## config.mk

```make
export PLATFORM = sky130hd
export DESIGN_NAME = bldc_predriver_control
export DESIGN_NICKNAME = d
export VERILOG_FILES = /design/src/bldc_pkg.sv /design/src/bldc_predriver_control.sv
export VERILOG_INCLUDE_DIRS = /design/src
export SDC_FILE = /design/constraint.sdc
export NUM_CORES = 1
export LEC_CHECK = 0
export ABC_CLOCK_PERIOD_IN_PS = 2230
export CAP_MARGIN = 20
export CORE_ASPECT_RATIO = 0.75
export CORE_MARGIN = 2
export CORE_UTILIZATION = 35
export CTS_CLUSTER_SIZE = 14
export DETAILED_ROUTE_END_ITERATION = 10
export DONT_BUFFER_PORTS = 1
export PLACE_DENSITY_LB_ADDON = 0.1
export SYNTH_ARGS = -nofsm -noshare
export SYNTH_HDL_FRONTEND = slang
export SYNTH_SLANG_ARGS = --single-unit
```

## constraint.sdc

```tcl
create_clock -name core_clk -period 2.23 [get_ports core_clk]
set_input_delay 0.223 -clock core_clk [delete_from_list [all_inputs] [get_ports core_clk]]
set_output_delay 0.223 -clock core_clk [all_outputs]
set_load 0.005 [all_outputs]
```

## src/bldc_defs.svh

```systemverilog
// Timing, register map and reset constants of the pre-driver control
`ifndef BLDC_DEFS_SVH
`define BLDC_DEFS_SVH
`define CLK_PERIOD_NS 20
`define OFF_TIME_NS 25000
`define BLANK_TIME_NS 1500
`define STBY_TIME_NS 3000000
`define LOCK_OSC_CYCLES 127
`define LOCK_HALF_DIV 2
`define HALL_ALL_LOW 3'h0
`define HALL_ALL_HIGH 3'h7
`define HALL_A_BIT 2
`define BRAKE_N_RST 1'b1
`define HALL_BIAS_RST 1'b1
`define AXI_ADDR_W 4
`define ADDR_CONFIG 4'h0
`define ADDR_STATUS 4'h4
`define ADDR_GATES 4'h8
`define CFG_SR_BIT 0
`define CFG_LOCK_BIT 1
`define CONFIG_RST 2'h3
`define RESP_OKAY 2'h0
`define RESP_SLVERR 2'h2
`endif

```

## src/bldc_pkg.sv

```systemverilog
// Types shared by the pre-driver control
package bldc_pkg;
  typedef struct packed {
    logic [2:0] hall;
    logic dir;
    logic chop;
    logic brake_n;
    logic trip;
    logic pump_fault;
    logic supply_uv;
    logic overtemp;
    logic supply_ov;
    logic lock_osc;
    logic cap_gnd;
    logic fg1;
    logic fg2;
  } pins_type;
  typedef struct packed {
    logic [2:0] high;
    logic [2:0] low;
  } gate_type;
  typedef struct packed {
    logic fg1;
    logic fg2;
    logic brake;
    logic supply_ov;
    logic overtemp;
    logic supply_uv;
    logic pump_fault;
    logic blanking;
    logic chopping;
    logic lock_fault;
    logic standby;
    logic dir;
    logic [2:0] hall;
  } status_type;
  typedef enum logic {CH_DRIVE, CH_OFF} chop_state_type;
endpackage

```

## src/bldc_predriver_control.sv

```systemverilog
// Commutation, chopping, protection and lock detect of a BLDC pre-driver
//
// Function
// - Sense trip stops source, starts off-time
// - Off-time lasts 25 us
// - Chop low drives selected pair
// - Chop high switches source off
// - Chop high over 3 ms disables gates
// - Blank sense 1.5 us after off-time
// - Chop-on or direction change restarts blanking
// - Synchronous rectification in off periods when enabled and no overvoltage
// - Brake: all low sides on
// - Brake beats chop and lock shutdown
// - Chop high over 3 ms: standby, bias off
// - Pump fault disables gates
// - Undervoltage, overtemperature, reset disable gates
// - Overvoltage suppresses synchronous rectification
// - Overtemperature disables outputs until cleared
// - First tach toggles on any Hall edge
// - Second tach toggles on phase A edge
// - Lock: no good Hall step
// - Lock for 127 oscillator cycles latches fault
// - Lock clears by direction, reset, long chop
// - Brake halts lock; grounded capacitor disables
// - Hall table selects gates; invalid states off
//
// The implementer's own choices: the AXI4-Lite interface to the registers and the address map.
`timescale 1ns/10ps
`default_nettype none
`include "bldc_defs.svh"
module bldc_predriver_control
  import bldc_pkg::*;
#(
  parameter int STBY_CYCLES = `STBY_TIME_NS / `CLK_PERIOD_NS
) (
  // Clock and reset
  input wire logic core_clk,
  input wire logic rstn,
  // Hall sensors and controller
  input wire logic phase_a_hall_input,
  input wire logic phase_b_hall_input,
  input wire logic phase_c_hall_input,
  input wire logic direction,
  input wire logic chop_input_low_active,
  input wire logic brake_request_low,
  // Analog monitors
  input wire logic trip_current_reached,
  input wire logic pump_voltage_fault,
  input wire logic motor_supply_undervoltage,
  input wire logic supply_overvoltage_level_exceeded,
  input wire logic overtemperature,
  input wire logic lock_timer_capacitor_osc,
  input wire logic lock_timer_capacitor_grounded,
  // Gate drivers and Hall bias
  output var gate_type gate_drive,
  output logic hall_bias_supply,
  // Open-drain tachometer pins
  input wire logic hall_edge_toggle_in,
  output logic hall_edge_toggle_out,
  output logic hall_edge_toggle_oe,
  input wire logic phase_a_toggle_in,
  output logic phase_a_toggle_out,
  output logic phase_a_toggle_oe,
  // AXI4-Lite register slave
  input wire logic [`AXI_ADDR_W-1:0] s_axi_awaddr,
  input wire logic s_axi_awvalid,
  output logic s_axi_awready,
  input wire logic [31:0] s_axi_wdata,
  input wire logic [3:0] s_axi_wstrb,
  input wire logic s_axi_wvalid,
  output logic s_axi_wready,
  output logic [1:0] s_axi_bresp,
  output logic s_axi_bvalid,
  input wire logic s_axi_bready,
  input wire logic [`AXI_ADDR_W-1:0] s_axi_araddr,
  input wire logic s_axi_arvalid,
  output logic s_axi_arready,
  output logic [31:0] s_axi_rdata,
  output logic [1:0] s_axi_rresp,
  output logic s_axi_rvalid,
  input wire logic s_axi_rready
);
  localparam int OFF_CYCLES = (`OFF_TIME_NS + `CLK_PERIOD_NS - 1) / `CLK_PERIOD_NS;
  localparam int BLANK_CYCLES = (`BLANK_TIME_NS + `CLK_PERIOD_NS - 1) / `CLK_PERIOD_NS;
  localparam int HALF_OSC = (`LOCK_OSC_CYCLES + `LOCK_HALF_DIV - 1) / `LOCK_HALF_DIV;
  localparam int OFF_W = $clog2(OFF_CYCLES);
  localparam int BLANK_W = $clog2(BLANK_CYCLES + 1);
  localparam int STBY_W = $clog2(STBY_CYCLES + 1);
  localparam int LOCK_W = $clog2(`LOCK_OSC_CYCLES + 1);

  function automatic logic hall_valid(input logic [2:0] h);
    return (h != `HALL_ALL_LOW) && (h != `HALL_ALL_HIGH);
  endfunction

  // Returns {source, sink}, phase A in the top bit
  function automatic logic [5:0] commute(input logic [2:0] h, input logic fwd);
    logic [5:0] t;
    t = 6'h00;
    unique case (h)
      3'b101: t = 6'b100_010;
      3'b100: t = 6'b100_001;
      3'b110: t = 6'b010_001;
      3'b010: t = 6'b010_100;
      3'b011: t = 6'b001_100;
      3'b001: t = 6'b001_010;
      default: t = 6'h00;
    endcase
    return fwd ? t : {t[2:0], t[5:3]};
  endfunction

  function automatic logic [2:0] next_hall(input logic [2:0] h, input logic fwd);
    logic [2:0] n;
    n = `HALL_ALL_LOW;
    unique case (h)
      3'b101: n = fwd ? 3'b100 : 3'b001;
      3'b100: n = fwd ? 3'b110 : 3'b101;
      3'b110: n = fwd ? 3'b010 : 3'b100;
      3'b010: n = fwd ? 3'b011 : 3'b110;
      3'b011: n = fwd ? 3'b001 : 3'b010;
      3'b001: n = fwd ? 3'b101 : 3'b011;
      default: n = `HALL_ALL_LOW;
    endcase
    return n;
  endfunction

  function automatic logic addr_ok(input logic [`AXI_ADDR_W-1:0] a);
    return a == `ADDR_CONFIG || a == `ADDR_STATUS || a == `ADDR_GATES;
  endfunction

  pins_type pin_raw;
  pins_type pin_m_r;
  pins_type pin_s_r;
  logic [2:0] hall_q_r;
  logic dir_q_r;
  logic chop_q_r;
  logic osc_q_r;
  chop_state_type ch_state_r;
  logic [OFF_W-1:0] off_cnt_r;
  logic [BLANK_W-1:0] blank_cnt_r;
  logic [STBY_W-1:0] stby_cnt_r;
  logic [LOCK_W-1:0] lock_cnt_r;
  logic [LOCK_W-1:0] half_cnt_r;
  logic lock_fault_r;
  logic fg1_r;
  logic fg2_r;
  logic [1:0] cfg_r;
  gate_type gate_nxt;
  gate_type gate_r;
  status_type status;
  logic aw_hold_r;
  logic w_hold_r;
  logic [`AXI_ADDR_W-1:0] awaddr_r;
  logic [31:0] wdata_r;
  logic wstrb0_r;
  logic wr_fire;

  // Every pin crosses two flip-flops before use
  assign pin_raw = {phase_a_hall_input, phase_b_hall_input, phase_c_hall_input, direction,
                    chop_input_low_active, brake_request_low, trip_current_reached,
                    pump_voltage_fault, motor_supply_undervoltage, overtemperature,
                    supply_overvoltage_level_exceeded, lock_timer_capacitor_osc,
                    lock_timer_capacitor_grounded, hall_edge_toggle_in, phase_a_toggle_in};

  always_ff @(posedge core_clk) begin
    if (!rstn) begin
      pin_m_r <= '0;
      pin_s_r <= '0;
      pin_m_r.brake_n <= `BRAKE_N_RST;
      pin_s_r.brake_n <= `BRAKE_N_RST;
    end else begin
      pin_m_r <= pin_raw;
      pin_s_r <= pin_m_r;
    end
  end

  always_ff @(posedge core_clk) begin
    if (!rstn) begin
      hall_q_r <= `HALL_ALL_LOW;
      dir_q_r <= 1'b0;
      chop_q_r <= 1'b0;
      osc_q_r <= 1'b0;
    end else begin
      hall_q_r <= pin_s_r.hall;
      dir_q_r <= pin_s_r.dir;
      chop_q_r <= pin_s_r.chop;
      osc_q_r <= pin_s_r.lock_osc;
    end
  end

  logic chop_high;
  logic brake;
  logic hw_fault;
  logic dir_edge;
  logic chop_on_edge;
  logic hall_edge;
  logic osc_rise;
  logic off_done;
  logic trip_ok;
  logic enb_long;
  assign chop_high = pin_s_r.chop;
  assign brake = !pin_s_r.brake_n;
  assign hw_fault = pin_s_r.pump_fault | pin_s_r.supply_uv | pin_s_r.overtemp;
  assign dir_edge = pin_s_r.dir != dir_q_r;
  assign chop_on_edge = chop_q_r && !chop_high;
  assign hall_edge = pin_s_r.hall != hall_q_r;
  assign osc_rise = pin_s_r.lock_osc && !osc_q_r;
  assign off_done = ch_state_r == CH_OFF && off_cnt_r == '0;
  assign trip_ok = ch_state_r == CH_DRIVE && pin_s_r.trip && blank_cnt_r == '0 &&
                   !chop_high && !brake;

  always_ff @(posedge core_clk) begin
    if (!rstn) begin
      ch_state_r <= CH_DRIVE;
      off_cnt_r <= '0;
    end else begin
      unique case (ch_state_r)
        CH_DRIVE: begin
          if (trip_ok) begin
            ch_state_r <= CH_OFF;
            off_cnt_r <= OFF_W'(OFF_CYCLES - 1);
          end
        end
        CH_OFF: begin
          if (off_cnt_r == '0) begin
            ch_state_r <= CH_DRIVE;
          end else begin
            off_cnt_r <= off_cnt_r - 1'b1;
          end
        end
      endcase
    end
  end

  always_ff @(posedge core_clk) begin
    if (!rstn) begin
      blank_cnt_r <= '0;
    end else if (off_done || chop_on_edge || dir_edge) begin
      blank_cnt_r <= BLANK_W'(BLANK_CYCLES);
    end else if (blank_cnt_r != '0) begin
      blank_cnt_r <= blank_cnt_r - 1'b1;
    end
  end

  always_ff @(posedge core_clk) begin
    if (!rstn || !chop_high) begin
      stby_cnt_r <= '0;
    end else if (!enb_long) begin
      stby_cnt_r <= stby_cnt_r + 1'b1;
    end
  end
  assign enb_long = stby_cnt_r == STBY_W'(STBY_CYCLES);

  always_ff @(posedge core_clk) begin
    if (!rstn) begin
      hall_bias_supply <= `HALL_BIAS_RST;
    end else begin
      hall_bias_supply <= !(enb_long && !brake);
    end
  end

  // good step follows the table order
  logic good_step;
  logic lock_hit;
  logic half_clear;
  logic [2:0] hall_p_r;
  // state before the present one; rocking back to it is no step
  always_ff @(posedge core_clk) begin
    if (!rstn) begin
      hall_p_r <= `HALL_ALL_LOW;
    end else if (hall_edge) begin
      hall_p_r <= hall_q_r;
    end
  end
  assign good_step = hall_edge && pin_s_r.hall == next_hall(hall_q_r, pin_s_r.dir) &&
                     pin_s_r.hall != hall_p_r;
  assign lock_hit = lock_cnt_r == LOCK_W'(`LOCK_OSC_CYCLES);
  assign half_clear = half_cnt_r == LOCK_W'(HALF_OSC);

  // halted in brake, cleared if grounded
  always_ff @(posedge core_clk) begin
    if (!rstn || lock_fault_r || good_step || dir_edge || pin_s_r.cap_gnd ||
        !cfg_r[`CFG_LOCK_BIT]) begin
      lock_cnt_r <= '0;
    end else if (osc_rise && !brake && !chop_high && !lock_hit) begin
      lock_cnt_r <= lock_cnt_r + 1'b1;
    end
  end

  // half lock time of chop high
  always_ff @(posedge core_clk) begin
    if (!rstn || !chop_high) begin
      half_cnt_r <= '0;
    end else if (osc_rise && !half_clear) begin
      half_cnt_r <= half_cnt_r + 1'b1;
    end
  end

  // latch wins over a same-cycle clear
  always_ff @(posedge core_clk) begin
    if (!rstn) begin
      lock_fault_r <= 1'b0;
    end else if (lock_hit) begin
      lock_fault_r <= 1'b1;
    end else if (dir_edge || half_clear) begin
      lock_fault_r <= 1'b0;
    end
  end

  always_ff @(posedge core_clk) begin
    if (!rstn) begin
      fg1_r <= 1'b0;
      fg2_r <= 1'b0;
    end else begin
      fg1_r <= fg1_r ^ hall_edge;
      fg2_r <= fg2_r ^ (pin_s_r.hall[`HALL_A_BIT] != hall_q_r[`HALL_A_BIT]);
    end
  end
  // Open drain pulls low while the toggle state is low
  assign hall_edge_toggle_out = 1'b0;
  assign hall_edge_toggle_oe = !fg1_r;
  assign phase_a_toggle_out = 1'b0;
  assign phase_a_toggle_oe = !fg2_r;

  logic [5:0] cmd;
  logic sr_ok;
  assign cmd = commute(pin_s_r.hall, pin_s_r.dir);
  assign sr_ok = cfg_r[`CFG_SR_BIT] && !pin_s_r.supply_ov;

  always_comb begin
    gate_nxt = '0;
    if (hw_fault) begin
      gate_nxt = '0;
    end else if (brake) begin
      gate_nxt.low = '1;
    end else if (lock_fault_r || enb_long || !hall_valid(pin_s_r.hall)) begin
      gate_nxt = '0;
    end else if (!chop_high && ch_state_r == CH_DRIVE) begin
      gate_nxt.high = cmd[5:3];
      gate_nxt.low = cmd[2:0];
    end else begin
      gate_nxt.high = '0;
      gate_nxt.low = cmd[2:0] | (sr_ok ? cmd[5:3] : 3'b000);
    end
  end

  always_ff @(posedge core_clk) begin
    if (!rstn) begin
      gate_r <= '0;
    end else begin
      gate_r <= gate_nxt;
    end
  end
  assign gate_drive = gate_r;

  assign status = '{fg1: pin_s_r.fg1, fg2: pin_s_r.fg2, brake: brake,
                    supply_ov: pin_s_r.supply_ov, overtemp: pin_s_r.overtemp,
                    supply_uv: pin_s_r.supply_uv, pump_fault: pin_s_r.pump_fault,
                    blanking: blank_cnt_r != '0, chopping: ch_state_r == CH_OFF,
                    lock_fault: lock_fault_r, standby: !hall_bias_supply,
                    dir: pin_s_r.dir, hall: pin_s_r.hall};

  // Write path takes address and data in either order
  assign s_axi_awready = !aw_hold_r && !s_axi_bvalid;
  assign s_axi_wready = !w_hold_r && !s_axi_bvalid;
  assign wr_fire = aw_hold_r && w_hold_r && !s_axi_bvalid;

  always_ff @(posedge core_clk) begin
    if (!rstn) begin
      aw_hold_r <= 1'b0;
      w_hold_r <= 1'b0;
      awaddr_r <= '0;
      wdata_r <= '0;
      wstrb0_r <= 1'b0;
      s_axi_bvalid <= 1'b0;
      s_axi_bresp <= `RESP_OKAY;
    end else begin
      if (s_axi_awvalid && s_axi_awready) begin
        aw_hold_r <= 1'b1;
        awaddr_r <= s_axi_awaddr;
      end
      if (s_axi_wvalid && s_axi_wready) begin
        w_hold_r <= 1'b1;
        wdata_r <= s_axi_wdata;
        wstrb0_r <= s_axi_wstrb[0];
      end
      if (wr_fire) begin
        aw_hold_r <= 1'b0;
        w_hold_r <= 1'b0;
        s_axi_bvalid <= 1'b1;
        s_axi_bresp <= addr_ok(awaddr_r) ? `RESP_OKAY : `RESP_SLVERR;
      end else if (s_axi_bvalid && s_axi_bready) begin
        s_axi_bvalid <= 1'b0;
      end
    end
  end

  // Only the configuration word is writable
  always_ff @(posedge core_clk) begin
    if (!rstn) begin
      cfg_r <= `CONFIG_RST;
    end else if (wr_fire && awaddr_r == `ADDR_CONFIG && wstrb0_r) begin
      cfg_r <= wdata_r[1:0];
    end
  end

  assign s_axi_arready = !s_axi_rvalid;

  always_ff @(posedge core_clk) begin
    if (!rstn) begin
      s_axi_rvalid <= 1'b0;
      s_axi_rdata <= '0;
      s_axi_rresp <= `RESP_OKAY;
    end else if (s_axi_arvalid && s_axi_arready) begin
      s_axi_rvalid <= 1'b1;
      s_axi_rresp <= addr_ok(s_axi_araddr) ? `RESP_OKAY : `RESP_SLVERR;
      unique case (s_axi_araddr)
        `ADDR_CONFIG: s_axi_rdata <= 32'(cfg_r);
        `ADDR_STATUS: s_axi_rdata <= 32'(status);
        `ADDR_GATES: s_axi_rdata <= 32'(gate_r);
        default: s_axi_rdata <= '0;
      endcase
    end else if (s_axi_rvalid && s_axi_rready) begin
      s_axi_rvalid <= 1'b0;
    end
  end
endmodule
`default_nettype wire

```

# After elaboration in Yosys (flattened, before gate mapping)
# Cells that the tools add are included.
[totals] regBits=149 in_bits=66 output_inout_bits=52 elab_cells=201
[op_classes] addsub=5 eq_ne=27 mux=30 n_bitwise=9 reduce_logical=75
[op_table] op="one-hot mux 15 bit (3 select lines)" n=1
[op_table] op="one-hot mux 6 bit (6 select lines)" n=1
[op_table] op="logical AND 1 bit" n=28
[op_table] op="2-to-1 mux 3 bit" n=8
[op_table] op="2-to-1 mux 11 bit" n=2
[op_table] op="one-hot mux 11 bit (2 select lines)" n=1
[op_table] op="adder 18 x 1 -> 18 bit (second input constant)" n=1
[op_table] op="== test 18 bit (second input constant)" n=1
[op_table] op="== test 3 bit (second input constant)" n=6
[op_table] op="one-hot mux 3 bit (6 select lines)" n=1
[op_table] op="zero test 1 bit" n=17
[op_table] op="logical OR 1 bit" n=15
[op_table] op="adder 7 x 1 -> 7 bit (second input constant)" n=2
[op_table] op="== test 7 bit (second input constant)" n=2
[op_table] op="2-to-1 mux 7 bit" n=2
[op_table] op="== test 3 x 2 -> 1 bit (second input constant)" n=4
[op_table] op="zero test 11 bit" n=1
[op_table] op="subtractor 11 x 1 -> 11 bit (second input constant)" n=1
[op_table] op="== test 4 x 3 -> 1 bit (second input constant)" n=2
[op_table] op="== test 4 bit (second input constant)" n=2
[op_table] op="zero test 4 bit" n=2
[op_table] op="2-to-1 mux 1 bit" n=8
[op_table] op="2-to-1 mux 2 bit" n=4
[op_table] op="nonzero test 2 bit" n=4
[op_table] op="19 further kinds" n=30

# Depth between registers and ports, before layout
# Gate-level depths: netlist of the first run.
[depth] word_depth=9 mapped_depth=8 depth_no_buf=7

# Worst setup path after synthesis of the first run
# OpenSTA, ideal clock, no wires.
[synth_timing] path_kind="register to register" startpoint="register stby_cnt_r[0]" endpoint="register stby_cnt_r[1]" arrival_time_ps=1878 path_slack_ps=224 path_stages_with_launch=8 period_less_slack_ps=2006 path_cell_list="dfxtp_1 -> inv_1 -> ha_1 -> or3b_2 -> or4_1 -> nor2_2 -> mux2i_1 -> nor2_1"
[synth_via] elab_chain_len=1
[synth_rtl] element="start: declaration" line_no="bldc_predriver_control.sv:140" text="logic [STBY_W-1:0] stby_cnt_r;"
[synth_rtl] element="start signal: assignment" line_no="bldc_predriver_control.sv:248" text="stby_cnt_r <= stby_cnt_r + 1'b1;"
[synth_rtl] element="adder 18 x 1 -> 18 bit / == test 18 bit (equally long branches)" line_no="bldc_predriver_control.sv:248, bldc_predriver_control.sv:251"
# Several ways; a longest one is shown, not always the timed one.
# A chain may end at the register's enable or synchronous reset.

# Worst setup path after layout of the first run
# Same ends and word-level chain as after synthesis.

==> impl_metrics.json, run 1 <==
{
  "status": "complete, no violations",
  "wirelength_um": 12200,
  "skew_ns": 0.00746,
  "netlist-cell-type-count": 57,
  "final_core_util_pct": 43.6,
  "fin_tns_setup_ns": 0,
  "r2r_setup_slack_ns": 0.13,
  "grt_overflow": 0,
  "p_sw_share_pct": 24.3,
  "ys_ff_latch": 130,
  "rsz0062_at_grt": "no",
  "multi_input_area_um2": 2600,
  "grt_pass1_wl_um": 20300,
  "start_util_pct": 35.8,
  "crit_type": "reg -> reg",
  "synth-async-reset-ratio_pct": 0,
  "cts_tree": "done",
  "ios": 118,
  "report.final.slew_viol_count": 0,
  "r2r-start": "stby_cnt_r[0]$_SDFFE_PP0N_",
  "layout_min_cycle_time_ns": 2.10,
  "p_total_mw": 6.63,
  "die_y_um": 112,
  "post-cts-setup-buffers": 0,
  "setup_viol": 0,
  "cts_max_level": 4,
  "synth.area.top_cells": "dfxtp_1 48%, nor2_1 5.5%, and2_1 4.2%",
  "first_global_vias": 3955,
  "netlist_area_um2": 5470,
  "required_ns": 2.53,
  "die_x_um": 148,
  "hold_path_startpoint": "rstn",
  "gr-usage-all-layers_pct": 15.5,
  "synth-edff-count": 0,
  "synth_top_area_share_pct": 47.6,
  "ant_nets": 0,
  "maxCapViolCount": 0,
  "avgSynthCellArea_um2": 9.08,
  "drive_above_1_share_pct": 9.82,
  "slew-limit-headroom_pct": 66.4,
  "fillCellCount": 1490,
  "yosysTopAreaCell": "dfxtp_1",
  "dp_slack_ns": 0.0765,
  "drt_iter0_markers": 251,
  "crit_path_start_kind": "flop",
  "wl_per_cell_um": 14.2,
  "seq_area_frac_synth_pct": 47.6,
  "core-area_um2": 15300,
  "yosysMostFrequentCell": "dfxtp_1",
  "port_buffers": 0,
  "r2r_end": "stby_cnt_r[1]$_SDFFE_PP0N_",
  "via_per_inst": 4.79,
  "power_density_nw_per_um2": 996,
  "stdcell_count": 857,
  "clockRootBuffer": "clkbuf_16",
  "power.share.clock_pct": 47.5,
  "place_congestion": 0.829,
  "yosys_warnings": 0,
  "p_switching_mw": 1.61,
  "drc": 0,
  "synthCells": 603,
  "p_seq_share_pct": 39.2,
  "vias": 4102,
  "whs_endpoint": "off_cnt_r[4]$_SDFFE_PN0P_",
  "clock_latency_ns": 0.42,
  "grt_max_degree": 37,
  "numCtsBuffers": 17,
  "worstRegToRegCells": 7,
  "hold_viol": 0,
  "end_kind": "flop",
  "antenna_found_initial": 0,
  "nets": 712,
  "synth_ff_type": "dfxtp_1",
  "tightestPinTransition_ns": 0.499,
  "synth.cells.most_frequent": "130 x dfxtp_1, 80 x nor2_1, 37 x and2_1",
  "crit_path_max_fanout": 4,
  "clockBufferDepth": 2,
  "intPower_mw": 5.02,
  "post-route-period-util_pct": 94.2,
  "leakage_nw": 2.52,
  "fmax_mhz": 476,
  "layout.area.seq_um2": 2600,
  "dp_cells": 797,
  "die-area_um2": 16700,
  "min-delay-path-class": "in -> reg",
  "n_antenna_cell": 0,
  "dp_hpwl_um": 8430,
  "syn2layout_area_growth_pct": 21.6,
  "cts_sinks": 130,
  "clk_pin_slew_ns": 0.06,
  "num_rows": 39,
  "worst_slack_ns": 0.129,
  "p_comb_share_pct": 13.2,
  "first_pass_iters": 5,
  "hold_path_depth": 2,
  "peakVddDrop_mv": 0.568,
  "worst_ep_arrival_time_ns": 2.40
}
[cell families after synthesis]
family          count (synthesis)  share of synthesized area (%)
compound gates                 69                           8.23
xor+xnor                       43                           6.88
fa+ha+maj                       7                           1.60
buf+inv                        71                           6.47
flops                         130                           47.6
mux                            20                           3.66
other cells                     1                         0.0685
simple gates                  262                           25.5
[layer usage]
metal  track usage (%)  up-vias  wire (um)
li1                  -     2093          -
met1              19.8     1925       5930
met2              24.0       74       5510
met3              5.53       10        607
met4              6.29        0        154
met5                 0        -          0
[through the flow]
step / cell area [um2] / hold WS (ns)
after floorplan: 5550 / 0.324
after detailed placement: 5680 / 0.300
after global placement: 5680 / 0.296
after CTS: 6620 / 0.0149
after global routing: 6660 / 0.0340
final: 6660 / 0.0394
[timing repair]
item,4_1_cts,5_1_grt
resized for setup,0,2
setup endpoints to repair,0,1
hold endpoints to repair,46,0
hold buffers,27,0
[cells in the final DEF, fill, tap and decap left out, types with 20 or more instances in the layout]
| master | netlist | routed |
|---|---|---|
| dfxtp_1 | 130 | 130 |
| nor2_1 | 80 | 80 |
| and2_1 | 37 | 37 |
| nand2_1 | 28 | 28 |
| dlygate4sd3_1 | 0 | 27 |
| a21oi_1 | 25 | 25 |
| xnor2_1 | 24 | 24 |
| conb_1 | 1 | 21 |
| mux2i_1 | 20 | 20 |
| buf_4 | 21 | 20 |
[state kept, by name, summed over array words and instances, names as in the netlist, 2 cells and up]
| register | cells |
|---|---|
| half_cnt_r | 7 |
| stby_cnt_r | 18 |
| blank_cnt_r | 7 |
| gate_drive | 6 |
| hall_p_r | 3 |
| pin_s_r | 14 |
| pin_m_r | 15 |
| off_cnt_r | 11 |
| cfg_r | 2 |
| s_axi_rdata | 15 |
| hall_q_r | 3 |
| lock_cnt_r | 7 |
| awaddr_r | 4 |
| wdata_r | 2 |
[cell type report]
cell class	instances	area share, %
sequential	130	39.1
multi-input combinational	422	39.1
timing repair buffer	48	6.73
clock buffer	18	6.60
tap	205	3.85
clock inverter	14	3.53
inverter	20	1.13
[power by group through the flow]
stage               combinational [mW]  clock (mW)  sequential (mW)
floorplan                        0.688           0             2.61
global route                      1.00        3.33             2.62
CTS                              0.880        3.22             2.60
finish                           0.877        3.15             2.60
global placement                 0.815           0             2.64
detailed placement               0.828           0             2.65
[worst max-delay path, cell delays in order (launching register included)]
cell and delay (ns):
dfxtp_1 0.32, inv_1 0.09, ha_1 0.15, or3b_2 0.49, or4_4 0.54, nor2_4 0.15, mux2i_1 0.20, nor2_1 0.05
[worst max path at each step]
stage,startpoint,end,slack (ns),depth (start not counted)
final,stby_cnt_r[0]$_SDFFE_PP0N_,stby_cnt_r[1]$_SDFFE_PP0N_,0.13,7
after global routing,stby_cnt_r[0]$_SDFFE_PP0N_,stby_cnt_r[1]$_SDFFE_PP0N_,0.03,7
after CTS,stby_cnt_r[0]$_SDFFE_PP0N_,stby_cnt_r[1]$_SDFFE_PP0N_,0.07,7
after detailed placement,stby_cnt_r[0]$_SDFFE_PP0N_,stby_cnt_r[1]$_SDFFE_PP0N_,0.08,7
after global placement,stby_cnt_r[0]$_SDFFE_PP0N_,stby_cnt_r[1]$_SDFFE_PP0N_,0.15,7
after floorplan,stby_cnt_r[0]$_SDFFE_PP0N_,stby_cnt_r[1]$_SDFFE_PP0N_,0.22,7
Power figures use the tool's default switching activity.
==> run 2: changes to the inputs <==
Settings changed: CORE_UTILIZATION 35 to 30, CTS_CLUSTER_DIAMETER set to 80.
==> run 2 against run 1 <==
Effect of this change:
- sequential share of layout area is 0.43 points higher
- total power decreased by 7.7%
- worst setup slack improved by 0.078 ns
- maximum frequency is 3.9% higher
- combinational power fell by 1%
==> impl_metrics.json, run 2 (synthesis gave the netlist of run 1 again) <==
{
  "setup_viol": 0,
  "start_util_pct": 30.8,
  "vias": 4103,
  "core-area_um2": 17800,
  "min-delay-path-class": "in -> reg",
  "skew_ns": 0.00555,
  "critical_path.max_stage_delay_ns": 0.56,
  "clockBufferDepth": 2,
  "top_regs": "stby_cnt_r (18), pin_m_r (15), s_axi_rdata (15)",
  "wl_per_cell_um": 14.2,
  "nets": 712,
  "endpoint": "gate_drive[5]$_SDFF_PP0_",
  "cpMostUsedCell": "or4_1",
  "worst_ep_arrival_time_ns": 2.32,
  "ios": 118,
  "ant_nets": 0,
  "leakage_nw": 2.47,
  "post-route-period-util_pct": 90.7,
  "fillCellCount": 1850,
  "maxCapViolCount": 0,
  "end_kind": "flop",
  "dp_hpwl_um": 9030,
  "fmax_mhz": 494,
  "dpl_cell_area_um2": 5720,
  "numCtsBuffers": 17,
  "clock_latency_ns": 0.41,
  "die_y_um": 121,
  "die-area_um2": 19400,
  "crit_path_max_fanout": 6,
  "r2r_setup_slack_ns": 0.21,
  "grt_max_degree": 37,
  "final_cell_mix": "130 x dfxtp_1, 80 x nor2_1, 37 x and2_1",
  "status": "complete, no violations",
  "largest_register_ffs": 18,
  "num_rows": 42,
  "die_x_um": 160,
  "grt_pass1_wl_um": 21000,
  "slew-limit-headroom_pct": 65.6,
  "final_common_cell": "dfxtp_1",
  "syn2layout_area_growth_pct": 20.3,
  "drive_above_1_share_pct": 9.51,
  "cpMaxStageDelayCell": "or4_1",
  "clockRootBuffer": "clkbuf_16",
  "hold_viol": 0,
  "cts_tree": "done",
  "report.final.slew_viol_count": 0,
  "regMostFlops": "stby_cnt_r",
  "cts_sinks": 130,
  "layout_min_cycle_time_ns": 2.02,
  "grt_overflow": 0,
  "crit_type": "reg -> reg",
  "wirelength_um": 12700,
  "n_antenna_cell": 0,
  "via_per_inst": 4.59,
  "required_ns": 2.53,
  "drt_iter0_markers": 282,
  "gr-usage-all-layers_pct": 14.0,
  "r2r_end": "gate_drive[5]$_SDFF_PP0_",
  "crit_start": "stby_cnt_r[12]$_SDFFE_PP0N_",
  "first_pass_iters": 4,
  "worstRegToRegCells": 5,
  "fin_tns_setup_ns": 0,
  "crit_path_start_kind": "flop",
  "drc": 0,
  "first_global_vias": 4019,
  "cts_max_level": 4,
  "clk_pin_slew_ns": 0.06,
  "place_congestion": 0.764,
  "tightestPinTransition_ns": 0.512,
  "design_area_um2": 6580,
  "antenna_found_initial": 0,
  "cp_cell_sequence": "or4_1 -> or4_1 -> o21a_1 -> nand3_1 -> a21oi_1",
  "power_density_nw_per_um2": 929,
  "r2r-start": "stby_cnt_r[12]$_SDFFE_PP0N_",
  "peakVddDrop_mv": 0.345,
  "port_buffers": 0,
  "rsz0062_at_grt": "no"
}
run 2: cell types whose count changed in the layout (fill, tap and decap cells not counted):
cell           previous run  this run
bufinv_16                 6         2
clkbuf_1                  0         3
clkinv_2                  3         6
clkinv_4                  2         0
buf_12                    0         1
buf_16                    1         0
buf_4                    20        21
dlygate4sd3_1            27        26
or3b_2                    3         2
or3b_4                    0         1
run 2: area by class of cell:
cell class / instances / area, um2 / share of cell area (%)
sequential: 130 / 2600 / 39.5
multi-input combinational: 422 / 2600 / 39.5
clock buffer: 21 / 450 / 6.84
timing repair buffer: 48 / 438 / 6.65
tap: 242 / 303 / 4.60
clock inverter: 11 / 113 / 1.71
inverter: 20 / 75.1 / 1.14
run 2: worst max-delay path: cells and delay by family (launching register included):
| kind | cells | cell delay, ns |
|---|---|---|
| simple gates | 3 | 1.26 |
| compound gates | 2 | 0.30 |
| flops | 1 | 0.35 |
run 2: worst min path at each step:
stage / slack [ns] / startpoint / endpoint / cells after the start
final: 0.05 / rstn / cfg_r[1]$_SDFFE_PN1P_ / 2
after global routing: 0.04 / rstn / cfg_r[0]$_SDFFE_PN1P_ / 2
after CTS: 0.03 / rstn / cfg_r[1]$_SDFFE_PN1P_ / 2
after detailed placement: 0.30 / rstn / cfg_r[1]$_SDFFE_PN1P_ / 1
after global placement: 0.29 / rstn / cfg_r[0]$_SDFFE_PN1P_ / 1
after floorplan: 0.32 / brake_request_low / pin_m_r[9]$_SDFF_PN1_ / 1
run 2: per-stage QoR:
step	util, %	hold slack (ns)	power, mW	worst slack (ns)	cells
after floorplan	-	0.324	3.30	0.224	623
after global placement	32.2	0.290	3.46	0.130	834
after detailed placement	32.2	0.295	3.48	0.0978	834
after CTS	37.0	0.0349	6.22	0.0851	893
after global routing	37.1	0.0434	6.45	0.0958	894
final	37.1	0.0483	6.12	0.207	894
run 2: metal layers:
metal / wire [um] / track usage (%) / up-vias
li1: - / - / 2085
met1: 6270 / 18.1 / 1936
met2: 5710 / 21.9 / 73
met3: 594 / 4.68 / 9
met4: 110 / 4.73 / 0
met5: 0 / 0 / -
run 2: repair_timing:
item / in CTS / in global routing
setup buffers: 0 / 1
resized for setup: 0 / 3
hold endpoints to repair: 46 / 0
setup endpoints to repair: 0 / 2
hold buffers: 27 / 0
run 2: where the power goes:
group / internal [mW] / leakage (nW) / total, mW / switching [mW]
combinational: 0.421 / 1.14 / 0.864 / 0.443
clock: 1.66 / 0.272 / 2.65 / 0.990
sequential: 2.47 / 1.06 / 2.61 / 0.132
==> run 3: changes to the inputs <==
Settings changed: CORE_UTILIZATION 30 to 59.
==> run 3 against run 2 <==
Effect of this change:
- core utilization up 34 points
- total power is 5.1% higher
- routed wire length down 9.2%
- register-to-register slack got worse by 0.12 ns
- worst setup slack got worse by 0.12 ns
- sequential share of layout area rose by 0.72 points
- combinational power barely moved
- die area is 48% lower
- hold slack got worse by 0.018 ns
- sequential power is essentially flat
- via count rose by 1.8%
- maximum frequency decreased by 5.5%
==> impl_metrics.json, run 3 (synthesis gave the netlist of run 1 again) <==
{
  "post-cts-setup-buffers": 0,
  "end_kind": "flop",
  "cp_cell_sequence": "inv_1 -> ha_1 -> or3b_2 -> or4_4 -> nor2_4 -> mux2i_1 -> nor2_1",
  "critical_path.max_stage_delay_ns": 0.55,
  "fmax_mhz": 467,
  "dp_cells": 715,
  "maxCapViolCount": 0,
  "die_x_um": 115,
  "status": "complete, no violations",
  "final_common_cell": "dfxtp_1",
  "port_buffers": 0,
  "crit_family": "simple AND/OR/NAND/NOR gates",
  "n_antenna_cell": 0,
  "path_buf_inv": 1,
  "crit_path_max_fanout": 4,
  "gr-usage-all-layers_pct": 24.5,
  "dp_slack_ns": 0.0768,
  "crit_path_start_kind": "flop",
  "leakage_nw": 2.47,
  "grt_pass1_wl_um": 19000,
  "numCtsBuffers": 17,
  "start_util_pct": 60.5,
  "ant_nets": 0,
  "vias": 4176,
  "min-delay-path-class": "in -> reg",
  "drt_iter0_markers": 261,
  "crit_type": "reg -> reg",
  "first_pass_iters": 4,
  "cpMaxStageDelayCell": "or4_4",
  "worst_ep_arrival_time_ns": 2.42,
  "slew-limit-headroom_pct": 34.5,
  "clockBufferDepth": 2,
  "grt_overflow": 0,
  "hold_viol": 0,
  "worst_slack_ns": 0.0904,
  "clk_pin_slew_ns": 0.06,
  "layout_min_cycle_time_ns": 2.14,
  "tightestPinTransition_ns": 0.979,
  "drc": 0,
  "drive_above_1_share_pct": 8.98,
  "core-area_um2": 9050,
  "antenna_found_initial": 0,
  "wl_per_cell_um": 14.9,
  "peakVddDrop_mv": 0.574,
  "place_congestion": 0.797,
  "skew_ns": 0.00675,
  "cts_sinks": 130,
  "final_cell_mix": "130 x dfxtp_1, 80 x nor2_1, 37 x and2_1",
  "cts_max_level": 4,
  "fillCellCount": 667,
  "regMostFlops": "stby_cnt_r",
  "nets": 706,
  "post-route-period-util_pct": 95.9,
  "num_rows": 30,
  "via_per_inst": 5.40,
  "wirelength_um": 11500,
  "power_density_nw_per_um2": 994,
  "top_regs": "stby_cnt_r (18), pin_m_r (15), s_axi_rdata (15)",
  "grt_max_degree": 45,
  "clockRootBuffer": "clkbuf_16",
  "report.final.slew_viol_count": 0,
  "layout.area.seq_um2": 2600,
  "setup_viol": 0,
  "die-area_um2": 10100,
  "required_ns": 2.51,
  "ios": 118,
  "clock_latency_ns": 0.41,
  "dp_hpwl_um": 7500,
  "largest_register_ffs": 18,
  "first_global_vias": 4033,
  "stdcell_count": 774,
  "cts_tree": "done",
  "syn2layout_area_growth_pct": 18.2,
  "multi_input_area_um2": 2600,
  "die_y_um": 87.4,
  "holdWs_ns": 0.0305
}
==> run 3: final timing paths <==
path | depth (start not counted) | end | from | slack [ns]
max | 7 | stby_cnt_r[1]$_SDFFE_PP0N_ | stby_cnt_r[0]$_SDFFE_PP0N_ | 0.09
min | 2 | off_cnt_r[4]$_SDFFE_PN0P_ | rstn | 0.03
max reg2reg | 7 | stby_cnt_r[1]$_SDFFE_PP0N_ | stby_cnt_r[0]$_SDFFE_PP0N_ | 0.09
min reg2reg | 1 | pin_s_r[3]$_SDFF_PN0_ | pin_m_r[3]$_SDFF_PN0_ | 0.42
==> run 3: report_power, final <==
group          switching (mW)  total (mW)  internal [mW]  leakage, nW
registers               0.128        2.60           2.47         1.06
logic                   0.453       0.862          0.409         1.10
clock network            1.00        2.97           1.96        0.309
==> run 3: metal layers <==
layer	vias up	GRT usage, %	share of wire [%]
met3	11	8.56	5.8
met1	1983	29.8	44
li1	2080	-	-
met5	-	0	0
met4	0	8.65	0.90
met2	102	40.3	49
==> run 3: timing repair <==
item                                    in CTS  in global routing
endpoints found under the setup margin       0                  3
gates resized for setup                      0                  2
endpoints found under the hold margin       46                  0
hold buffers                                27                  0
==> run 3: stage by stage <==
| stage | setup TNS, ns | util [%] | total power, mW | cell area (um2) |
|---|---|---|---|---|
| 2_1_floorplan | 0 | - | 3.30 | 5550 |
| 3_3_place_gp | 0 | 61.3 | 3.42 | 5540 |
| 3_5_place_dp | 0 | 61.3 | 3.45 | 5540 |
| 4_1_cts | 0 | 71.4 | 6.47 | 6460 |
| 5_1_grt | -0.0161 | 71.5 | 6.74 | 6470 |
| 6_report | 0 | 71.5 | 6.43 | 6470 |
==> run 3: final cells by class <==
class                   count  share of cell area (%)
multi-input cells         422                    40.2
repair buffers             42                    5.92
well taps                 128                    2.48
clock inverters            12                    2.77
flip-flops and latches    130                    40.2
clock buffers              20                    7.22
inverters                  20                    1.16
